<file path="config.mk">
export PLATFORM = sky130hd
export DESIGN_NAME = gpt_top
export DESIGN_NICKNAME = d
export VERILOG_FILES = /design/src/gpt_top.v
export VERILOG_INCLUDE_DIRS = /design/src
export SDC_FILE = /design/constraint.sdc
export NUM_CORES = 1
export LEC_CHECK = 0
export ABC_AREA = 1
export BUFFER_PORTS_ARGS = -buffer_cell sky130_fd_sc_hd__buf_4
export CAP_MARGIN = 20
export CORE_ASPECT_RATIO = 1.1
export CORE_MARGIN = 4
export CORE_UTILIZATION = 39
export DETAILED_ROUTE_END_ITERATION = 7
export GPL_ROUTABILITY_DRIVEN = 0
export PLACE_DENSITY = 0.67
export SLEW_MARGIN = 20
export SYNTH_ARGS = -nofsm -noshare
export SYNTH_HDL_FRONTEND = slang
export SYNTH_SLANG_ARGS = --single-unit
</file>
<file path="constraint.sdc">
create_clock -name pclk -period 1.8 [get_ports pclk]
set_input_delay 0.36 -clock pclk [delete_from_list [all_inputs] [get_ports pclk]]
set_output_delay 0.36 -clock pclk [all_outputs]
set_load 0.01 [all_outputs]
</file>
<file path="src/gpt_defines.vh">
`ifndef GPT_DEFINES_VH
`define GPT_DEFINES_VH

// ----------------------------------------------------------------
// register byte offsets
// ----------------------------------------------------------------
`define GPT_ADDR_W          12
`define GPT_OFF_SA_CTRL     12'h000
`define GPT_OFF_SA_PERIOD   12'h004
`define GPT_OFF_SA_COUNT    12'h008
`define GPT_OFF_LO_CTRL     12'h00C
`define GPT_OFF_LO_PERIOD   12'h010
`define GPT_OFF_LO_COUNT    12'h014
`define GPT_OFF_UP_CTRL     12'h018
`define GPT_OFF_UP_PERIOD   12'h01C
`define GPT_OFF_UP_COUNT    12'h020
`define GPT_OFF_UP_HOLD     12'h024
`define GPT_OFF_FLAGS       12'h028

// ----------------------------------------------------------------
// control field positions
// ----------------------------------------------------------------
`define GPT_BIT_ON          15
`define GPT_BIT_IDLE        13
`define GPT_BIT_GATE        6
`define GPT_BIT_PS_HI       5
`define GPT_BIT_PS_LO       4
`define GPT_BIT_CASCADE     3
`define GPT_BIT_SYNC        2
`define GPT_BIT_CS          1

// ----------------------------------------------------------------
// writable masks and reset values
// ----------------------------------------------------------------
`define GPT_MASK_SA_CTRL    16'hA076
`define GPT_MASK_LO_CTRL    16'hA07A
`define GPT_MASK_UP_CTRL    16'hA072
`define GPT_RST_CTRL        16'h0000
`define GPT_RST_PERIOD      16'hFFFF
`define GPT_RST_COUNT       16'h0000

// ----------------------------------------------------------------
// prescale terminal counts (ratio minus one)
// ----------------------------------------------------------------
`define GPT_PS_LIM_1        8'h00
`define GPT_PS_LIM_8        8'h07
`define GPT_PS_LIM_64       8'h3F
`define GPT_PS_LIM_256      8'hFF

`endif

</file>
<file path="src/gpt_top.v">
// Design decisions made here: the register offsets and the APB slave port.
`timescale 1ns/100ps
`include "gpt_defines.vh"

module gpt_top #(
    parameter ADDR_W = `GPT_ADDR_W
) (
    input  wire              pclk,
    input  wire              presetn,
    input  wire              psel,
    input  wire              penable,
    input  wire              pwrite,
    input  wire [ADDR_W-1:0] paddr,
    input  wire [31:0]       pwdata,
    output reg  [31:0]       prdata,
    output wire              pready,
    output wire              pslverr,
    input  wire              idle_mode,
    input  wire              standalone_ext_clock_pin,
    input  wire              pair_ext_clock_pin,
    input  wire              upper_ext_clock_pin,
    input  wire              standalone_gate_in,
    input  wire              lower_gate_in,
    input  wire              upper_gate_in,
    output wire              standalone_irq_flag,
    output wire              lower_irq_flag,
    output wire              upper_timer_irq_flag,
    output reg               adc_event_trigger
);

// ----------------------------------------------------------------
// register storage
// ----------------------------------------------------------------
reg  [15:0] ctrl_reg [0:2];
reg  [15:0] period   [0:2];
reg  [15:0] cnt      [0:2];
reg  [15:0] upper_word_hold;
reg  [2:0]  flag;
reg  [31:0] next_prdata;
reg         unmapped;

wire        wr_acc   = psel & penable & pwrite;
wire        rd_setup = psel & ~penable & ~pwrite;
wire        cascade  = ctrl_reg[1][`GPT_BIT_CASCADE];
wire        aligned  = (paddr[1:0] == 2'b00);

wire [2:0]  ext_pin  = {upper_ext_clock_pin, pair_ext_clock_pin, standalone_ext_clock_pin};
wire [2:0]  gate_in  = {upper_gate_in, lower_gate_in, standalone_gate_in};
wire [2:0]  ctrl_wr;
wire [2:0]  tick;
wire [2:0]  gate_ev;

assign ctrl_wr[0] = wr_acc & (paddr == `GPT_OFF_SA_CTRL);
assign ctrl_wr[1] = wr_acc & (paddr == `GPT_OFF_LO_CTRL);
// upper prescaler follows lower control when joined
assign ctrl_wr[2] = wr_acc & (cascade ? (paddr == `GPT_OFF_LO_CTRL) : (paddr == `GPT_OFF_UP_CTRL));

// ----------------------------------------------------------------
// per-timer clocking, gating and prescale
// ----------------------------------------------------------------
genvar i;
generate
    for (i = 0; i < 3; i = i + 1) begin : g_tmr
        wire [15:0] c = (i == 2 && cascade) ? ctrl_reg[1] : ctrl_reg[i];
        reg         sync_a;
        reg         sync_b;
        reg         sync_c;
        reg         raw_d;
        reg         gate_d;
        reg  [7:0]  pre;
        reg  [7:0]  lim;
        wire        run;
        wire        gated;
        wire        ext_edge;
        wire        src;

        // sync bit only exists on the standalone timer; pair always synchronised
        assign ext_edge = (i == 0 && !c[`GPT_BIT_SYNC]) ? (ext_pin[i] & ~raw_d)
                                                         : (sync_b & ~sync_c);
        assign run   = c[`GPT_BIT_ON] & ~(c[`GPT_BIT_IDLE] & idle_mode);
        assign gated = ~c[`GPT_BIT_CS] & c[`GPT_BIT_GATE];
        assign src   = c[`GPT_BIT_CS] ? ext_edge : (gated ? gate_in[i] : 1'b1);

        always @* begin
            case (c[`GPT_BIT_PS_HI:`GPT_BIT_PS_LO])
                2'b00:   lim = `GPT_PS_LIM_1;
                2'b01:   lim = `GPT_PS_LIM_8;
                2'b10:   lim = `GPT_PS_LIM_64;
                2'b11:   lim = `GPT_PS_LIM_256;
                default: lim = `GPT_PS_LIM_1;
            endcase
        end

        assign tick[i]    = run & src & (pre == lim);
        assign gate_ev[i] = run & gated & gate_d & ~gate_in[i];

        always @(posedge pclk or negedge presetn) begin
            if (!presetn) begin
                sync_a <= 1'b0;
                sync_b <= 1'b0;
                sync_c <= 1'b0;
                raw_d  <= 1'b0;
                gate_d <= 1'b0;
                pre    <= 8'h00;
            end else begin
                sync_a <= ext_pin[i];
                sync_b <= sync_a;
                sync_c <= sync_b;
                raw_d  <= ext_pin[i];
                gate_d <= gate_in[i];
                // control rewrite while running restarts the prescale phase
                if (!run || ctrl_wr[i]) begin
                    pre <= 8'h00;
                end else if (src) begin
                    pre <= (pre == lim) ? 8'h00 : pre + 8'h01;
                end
            end
        end
    end
endgenerate

// ----------------------------------------------------------------
// match detection
// ----------------------------------------------------------------
wire        match0  = (cnt[0] == period[0]);
wire        match1  = (cnt[1] == period[1]);
wire        match2  = (cnt[2] == period[2]);
wire        match32 = ({cnt[2], cnt[1]} == {period[2], period[1]});
wire [31:0] cnt32   = {cnt[2], cnt[1]};
wire [31:0] inc32   = cnt32 + 32'h0000_0001;

wire        set_sa  = (tick[0] & match0) | gate_ev[0];
wire        set_lo  = ~cascade & ((tick[1] & match1) | gate_ev[1]);
wire        set_up  = cascade ? ((tick[1] & match32) | gate_ev[1])
                              : ((tick[2] & match2) | gate_ev[2]);
wire [2:0]  flag_clr = (wr_acc && paddr == `GPT_OFF_FLAGS) ? pwdata[2:0] : 3'b000;

assign standalone_irq_flag  = flag[0];
assign lower_irq_flag       = flag[1];
assign upper_timer_irq_flag = flag[2];

// ----------------------------------------------------------------
// control, period, count and hold strobes
// ----------------------------------------------------------------
wire        wr_up_ctrl   = wr_acc & (paddr == `GPT_OFF_UP_CTRL);
wire        wr_sa_period = wr_acc & (paddr == `GPT_OFF_SA_PERIOD);
wire        wr_lo_period = wr_acc & (paddr == `GPT_OFF_LO_PERIOD);
wire        wr_up_period = wr_acc & (paddr == `GPT_OFF_UP_PERIOD);
wire        wr_sa_count  = wr_acc & (paddr == `GPT_OFF_SA_COUNT);
wire        wr_lo_count  = wr_acc & (paddr == `GPT_OFF_LO_COUNT);
wire        wr_up_count  = wr_acc & (paddr == `GPT_OFF_UP_COUNT);
wire        wr_hold      = wr_acc & (paddr == `GPT_OFF_UP_HOLD);
wire        rd_lo_count  = rd_setup & (paddr == `GPT_OFF_LO_COUNT);

// ----------------------------------------------------------------
// control registers
// ----------------------------------------------------------------
always @(posedge pclk or negedge presetn) begin
    if (!presetn) begin
        ctrl_reg[0] <= `GPT_RST_CTRL;
        ctrl_reg[1] <= `GPT_RST_CTRL;
        ctrl_reg[2] <= `GPT_RST_CTRL;
    end else begin
        if (ctrl_wr[0]) begin
            ctrl_reg[0] <= pwdata[15:0] & `GPT_MASK_SA_CTRL;
        end
        if (ctrl_wr[1]) begin
            ctrl_reg[1] <= pwdata[15:0] & `GPT_MASK_LO_CTRL;
        end
        // stored even while joined, but then unused
        if (wr_up_ctrl) begin
            ctrl_reg[2] <= pwdata[15:0] & `GPT_MASK_UP_CTRL;
        end
    end
end

// ----------------------------------------------------------------
// period registers
// ----------------------------------------------------------------
always @(posedge pclk or negedge presetn) begin
    if (!presetn) begin
        period[0] <= `GPT_RST_PERIOD;
        period[1] <= `GPT_RST_PERIOD;
        period[2] <= `GPT_RST_PERIOD;
    end else begin
        if (wr_sa_period) begin
            period[0] <= pwdata[15:0];
        end
        if (wr_lo_period) begin
            period[1] <= pwdata[15:0];
        end
        if (wr_up_period) begin
            period[2] <= pwdata[15:0];
        end
    end
end

// ----------------------------------------------------------------
// upper word hold
// ----------------------------------------------------------------
always @(posedge pclk or negedge presetn) begin
    if (!presetn) begin
        upper_word_hold <= `GPT_RST_COUNT;
    end else if (rd_lo_count && cascade) begin
        // captured in setup so the read data and the hold agree
        upper_word_hold <= cnt[2];
    end else if (wr_hold) begin
        upper_word_hold <= pwdata[15:0];
    end
end

// ----------------------------------------------------------------
// count registers; a software write beats a tick
// ----------------------------------------------------------------
always @(posedge pclk or negedge presetn) begin
    if (!presetn) begin
        cnt[0] <= `GPT_RST_COUNT;
        cnt[1] <= `GPT_RST_COUNT;
        cnt[2] <= `GPT_RST_COUNT;
    end else begin
        if (wr_sa_count) begin
            cnt[0] <= pwdata[15:0];
        end else if (tick[0]) begin
            cnt[0] <= match0 ? 16'h0000 : cnt[0] + 16'h0001;
        end
        if (cascade) begin
            if (wr_lo_count) begin
                cnt[1] <= pwdata[15:0];
                cnt[2] <= upper_word_hold;
            end else if (wr_up_count) begin
                cnt[2] <= pwdata[15:0];
            end else if (tick[1]) begin
                cnt[1] <= match32 ? 16'h0000 : inc32[15:0];
                cnt[2] <= match32 ? 16'h0000 : inc32[31:16];
            end
        end else begin
            if (wr_lo_count) begin
                cnt[1] <= pwdata[15:0];
            end else if (tick[1]) begin
                cnt[1] <= match1 ? 16'h0000 : cnt[1] + 16'h0001;
            end
            if (wr_up_count) begin
                cnt[2] <= pwdata[15:0];
            end else if (tick[2]) begin
                cnt[2] <= match2 ? 16'h0000 : cnt[2] + 16'h0001;
            end
        end
    end
end

// ----------------------------------------------------------------
// flags and adc trigger
// ----------------------------------------------------------------
always @(posedge pclk or negedge presetn) begin
    if (!presetn) begin
        flag              <= 3'h0;
        adc_event_trigger <= 1'h0;
    end else begin
        // set beats clear when both land together
        flag              <= (flag & ~flag_clr) | {set_up, set_lo, set_sa};
        adc_event_trigger <= cascade ? (tick[1] & match32) : (tick[2] & match2);
    end
end

// ----------------------------------------------------------------
// apb read path
// ----------------------------------------------------------------
always @* begin
    next_prdata = 32'h0000_0000;
    unmapped    = 1'b0;
    if (!aligned) begin
        unmapped = 1'b1;
    end else begin
        case (paddr)
            `GPT_OFF_SA_CTRL:   next_prdata[15:0] = ctrl_reg[0];
            `GPT_OFF_SA_PERIOD: next_prdata[15:0] = period[0];
            `GPT_OFF_SA_COUNT:  next_prdata[15:0] = cnt[0];
            `GPT_OFF_LO_CTRL:   next_prdata[15:0] = ctrl_reg[1];
            `GPT_OFF_LO_PERIOD: next_prdata[15:0] = period[1];
            `GPT_OFF_LO_COUNT:  next_prdata[15:0] = cnt[1];
            `GPT_OFF_UP_CTRL:   next_prdata[15:0] = ctrl_reg[2];
            `GPT_OFF_UP_PERIOD: next_prdata[15:0] = period[2];
            `GPT_OFF_UP_COUNT:  next_prdata[15:0] = cnt[2];
            `GPT_OFF_UP_HOLD:   next_prdata[15:0] = upper_word_hold;
            `GPT_OFF_FLAGS:     next_prdata[2:0]  = flag;
            default:            unmapped = 1'b1;
        endcase
    end
end

// zero wait states: data is ready by the access phase
assign pready  = 1'b1;
assign pslverr = psel & penable & unmapped;

always @(posedge pclk or negedge presetn) begin
    if (!presetn) begin
        prdata <= 32'h0000_0000;
    end else if (rd_setup) begin
        prdata <= next_prdata;
    end
end

endmodule // gpt_top

</file>
# After elaboration in Yosys (flattened, before gate mapping)
# Cells that the tools add are included.
# word_totals
regBits,188
output_inout_bits,38
word_cells,207
# op_classes
addsub,7
n_eq_ne,28
n_mux,47
bitwise_logic,73
n_reduce_logical,24
# op_table
operator,count
two-way mux 16 bit,17
one-hot mux 13 bit (10 select lines),1
two-way mux 32 bit,3
one-hot mux 8 bit (4 select lines),3
two-way mux 8 bit,9
AND 1 bit,50
"adder 16 x 1 -> 16 bit, second input constant",3
"equality test 12 x 5 -> 1 bit, second input constant",4
equality test 16 bit,3
"equality test 12 x 6 -> 1 bit, second input constant",3
one-hot mux 3 bit (11 select lines),1
"adder 32 x 1 -> 32 bit, second input constant",1
equality test 32 bit,1
"adder 8 x 1 -> 8 bit, second input constant",3
"equality test 12 x 4 -> 1 bit, second input constant",2
equality test 8 bit,3
NOT 1 bit,16
"equality test 12 x 3 -> 1 bit, second input constant",1
"equality test 2 bit, second input constant",6
logical NOT 12 bit,1
two-way mux 1 bit,12
OR reduction 11 bit,1
nonzero test 2 bit,5
nonzero test 3 bit,3
14 further kinds,27

# Logic depth before layout (Yosys ltp)
# logic_depth
word_depth,11
ltp_mapped,15

# Worst setup path after synthesis
# No wires, ideal clock.
# synth_timing
path_type,input port to output port
from,in paddr[0]
to,out pslverr
arrival_time_ns,1.647
t_required_ns,1.440
setup_slack_ns,-0.207
cell_stages,8
n_path_buf,2
cell_sequence,inv_1 -> nand2_1 -> nor2_1 -> buf_2 -> nand3_1 -> clkbuf_1 -> nand4_1 -> nor4_1
# synth_between
elab_chain_len,5
word_cells_on_any_way,16
# synth_rtl
item,line,text
"start, declared",gpt_top.v:13,"input wire [ADDR_W-1:0] paddr,"
"equality test 12 x 4 -> 1 bit, or another cell as far along",gpt_top.v:274,case (paddr)
OR reduction 11 bit (no source line),--,
two-way mux 1 bit,gpt_top.v:274,
two-way mux 1 bit (*),gpt_top.v:271,if (!aligned) begin
AND 1 bit (*),gpt_top.v:293,assign pslverr = psel & penable & unmapped;
"end, declared",gpt_top.v:17,"output wire pslverr,"
# Mark *: on every way between the ends. The rest lies on a longest branch, timed or not.

# Final worst setup path
# layout_timing
from,reg period[13] in the netlist's numbering
to,reg cnt[13] in the netlist's numbering
# layout_between
elab_chain_len,6
word_cells_on_any_way,10
# layout_rtl
item,line,text
"start, declared",gpt_top.v:35,reg [15:0] period [0:2];
equality test 32 bit,gpt_top.v:128,"wire match32 = ({cnt[2], cnt[1]} == {period[2], period[1]});"
two-way mux 16 bit,gpt_top.v:234,cnt[2] <= match32 ? 16'h0000 : inc32[31:16];
two-way mux 32 bit,gpt_top.v:232,end else if (tick[1]) begin
two-way mux 16 bit,gpt_top.v:230,end else if (wr_up_count) begin
two-way mux 32 bit,gpt_top.v:227,if (wr_lo_count) begin
two-way mux 32 bit (*),gpt_top.v:226,if (cascade) begin
"end, declared",gpt_top.v:36,reg [15:0] cnt [0:2];
# Mark *: on every way between the ends. The rest lies on a longest branch, timed or not. The select of a mux whose other input is x is not followed.
# A chain may end at the register's enable or synchronous reset.

==> impl_metrics.py <==
metrics = {
    "synth": {
        "syn_area_um2": 12700,
        "synth_seq_cells": 188,
        "synth_edf_count": 0,
        "synth_area_leaders": "dfrtp_1 28%, nand2_1 19%, dfstp_2 9.9%, inv_1 6.5%, nor2_1 6.1%",
        "synth_cell_types": 46,
        "syn_area_per_cell_um2": 6.56,
        "synthArstFlopShare": 1.00,
        "synth_ff_type": "dfrtp_1",
        "yosys_warnings": 0,
        "synth_area_leader_cell": "dfrtp_1",
        "synth_cells": 1940,
        "synth_seq_area_share": 0.374,
        "synth_top_area_frac": 0.275,
    },
    "route": {
        "ant_nets": 0,
        "wl_met3_um": 4400,
        "wl_per_cell_um": 18.5,
        "highest_layer": "met4",
        "route.met2.wl_um": 22500,
        "route.layer.met1.wl_um": 20100,
        "vias": 14772,
        "drt-total-wl_um": 50300,
        "remaining_drc_errors": 0,
        "first_pass_iters": 6,
        "viasPerCell": 5.44,
        "drtIter0Drc": 1503,
    },
    "place": {
        "dp_hpwl_um": 37300,
        "placed_cell_area_um2": 15800,
        "placement.io_buffers": 60,
    },
    "critical_path": {
        "ff2ff_setup_slack_ps": -100,
        "cp.required_ps": 2190,
        "path_class": "flip-flop to flip-flop",
        "reg2reg_from": "period[13]",
        "crit_arrival_ps": 2290,
        "cp-start-kind": "flip-flop",
        "reg2reg_to": "cnt[13]",
        "cp_max_fo": 6,
        "rr_worst_depth": 14,
        "crit_path_end_kind": "flip-flop",
    },
    "cells_and_area": {
        "nNetsFinal": 2336,
        "reg_top3": "cnt (48), period (48), g_tmr.pre (24)",
        "fin_area_um2": 17500,
        "layout_common_cells": "580 x nand2_1, 333 x buf_4, 199 x inv_1",
        "drive_above_1_share": 0.296,
        "insertedDiodeCount": 0,
        "final_common_cell": "nand2_1",
        "post-route-util": 0.542,
        "area_growth_pct": 37.3,
    },
    "timing": {
        "setup_viol": 36,
        "hold_viol": 0,
        "finalMaxSlewViolations": 0,
        "min_period_ps": 1900,
        "fmax_mhz": 526,
        "maxSlewHeadroom": 0.664,
        "worstMarginPinSlew_ps": 504,
        "layout_worst_path_cycle_share": 1.06,
        "rsz0062_at_grt": "true",
        "setup_ws_ps": -102,
        "fin_skew_ps": 16.3,
    },
    "die": {
        "die_area_um2": 35600,
        "num_io_pins": 94,
        "start_util": 0.394,
        "coreArea_um2": 32300,
        "rows": 69,
        "die_h_um": 198,
        "die_width_um": 180,
    },
    "clock_network": {
        "clkLatencyLatePin_ps": 460,
        "cts_made_buffers": 17,
        "cts_tree": "done",
        "cts.clk_slew.worst_paths_ps": 80,
        "cts_buffer_depth": 2,
        "cts-htree-levels": 4,
        "clock_sinks": 188,
        "root_buffer": "clkbuf_16",
    },
    "job": {
        "cap_violations": 0,
    },
    "status": {
        "status": "complete, but fails checks",
        "violations": "setup timing",
    },
    "global_routing": {
        "grt_pass1_vias": 13796,
        "grt-ovfl-total": 0,
        "grt_antenna_before_repair": 0,
        "grt_first_pass_wirelength_um": 76400,
        "grt_usage": 0.272,
        "grt_max_degree": 51,
    },
    "hold_path": {
        "hp-class": "input port to flip-flop",
        "holdPathStages": 1,
        "hold_end": "g_tmr[0].raw_d",
        "hp-start": "standalone_ext_clock_pin",
    },
    "power": {
        "power_density_nw_per_um2": 646,
        "irDropWorstVdd_v": 0.000711,
        "p_leak_uw": 0.00854,
    },
}
## synth_stat cells (26+ instances only)
cell and count:
nor2_1 206, o22ai_1 31, clkbuf_1 33, nand3_1 151
xnor2_1 26, inv_1 222, nand2_1 635, a21oi_1 89
xor2_1 32, dfstp_2 48, nand4_1 26, o21ai_0 130
dfrtp_1 140
## cell type report
type	instances	area, um^2
timing repair buffer	383	3210
multi-input combinational	1448	7440
sequential	188	4770
clock inverter	13	174
inverter	235	905
clock buffer	19	443
fill	3020	14800
tap	426	533
timing repair inverter	1	7.51
## critical path: stages, from the launching register on
cell and delay, ps:
dfstp_2 580, inv_2 60, nand2_2 70, nand2_2 90, nand2_4 90, buf_6 100, inv_4 30, nand2_4 60
nor2_4 50, nand2_4 140, buf_6 150, nand2_2 60, a21oi_2 130, nor2_1 60, a21oi_2 150
## worst max path at each step
stage,slack (ps),startpoint,depth (start not counted),end
after floorplan,5,cnt[1],11,cnt[8]
after global placement,-280,period[2],13,cnt[13]
after detailed placement,-310,paddr[11],11,g_tmr[1].pre[3]
after CTS,-50,period[5],16,cnt[15]
after global routing,-190,g_tmr[1].c[3],16,cnt[0]
final,-100,period[13],14,cnt[13]
## report_power, final
part	internal, uW	switching, uW	total [uW]
Clock	2150	1930	4090
Combinational	1080	1540	2620
Sequential	4400	182	4580
## routing by layer
layer,vias to the layer above,GRT usage
met1,6947,0.353
met3,181,0.0549
met4,0,0.164
li1,6855,-
met2,789,0.422
met5,-,0
## timing repair
action                                  CTS  global route
cloned                                    1             2
resized for setup                       116           166
buffers inserted                         10            16
pin swaps                                39            50
endpoints found under the hold margin    21             0
hold buffers                              3             0
endpoints found under the setup margin   41            73
## stage by stage
step                      hold WS [ps]  setup slack (ps)  TNS, ps  total power (uW)  std cells
after floorplan                   64.4              4.76        0              5740       1955
after global placement             342              -279   -16840              6860       2652
after detailed placement           335              -307   -21290              6900       2652
after CTS                         3.65             -49.6     -785             11100       2695
after global routing              10.5              -191    -5510             11700       2713
final                             16.8              -102    -2030             11300       2713
## cells by family after synthesis
family / count (synthesis) / share of synthesized area
AND/OR/NAND/NOR: 1065 / 0.344
buffers and inverters: 319 / 0.104
AO/OA/AOI/OAI: 302 / 0.132
flip-flops: 188 / 0.374
XOR/XNOR: 58 / 0.0399
adder cells (fa/ha/maj): 6 / 0.00589
other: 2 / 0.000590
Note: power is estimated with default switching activity, not from simulation.
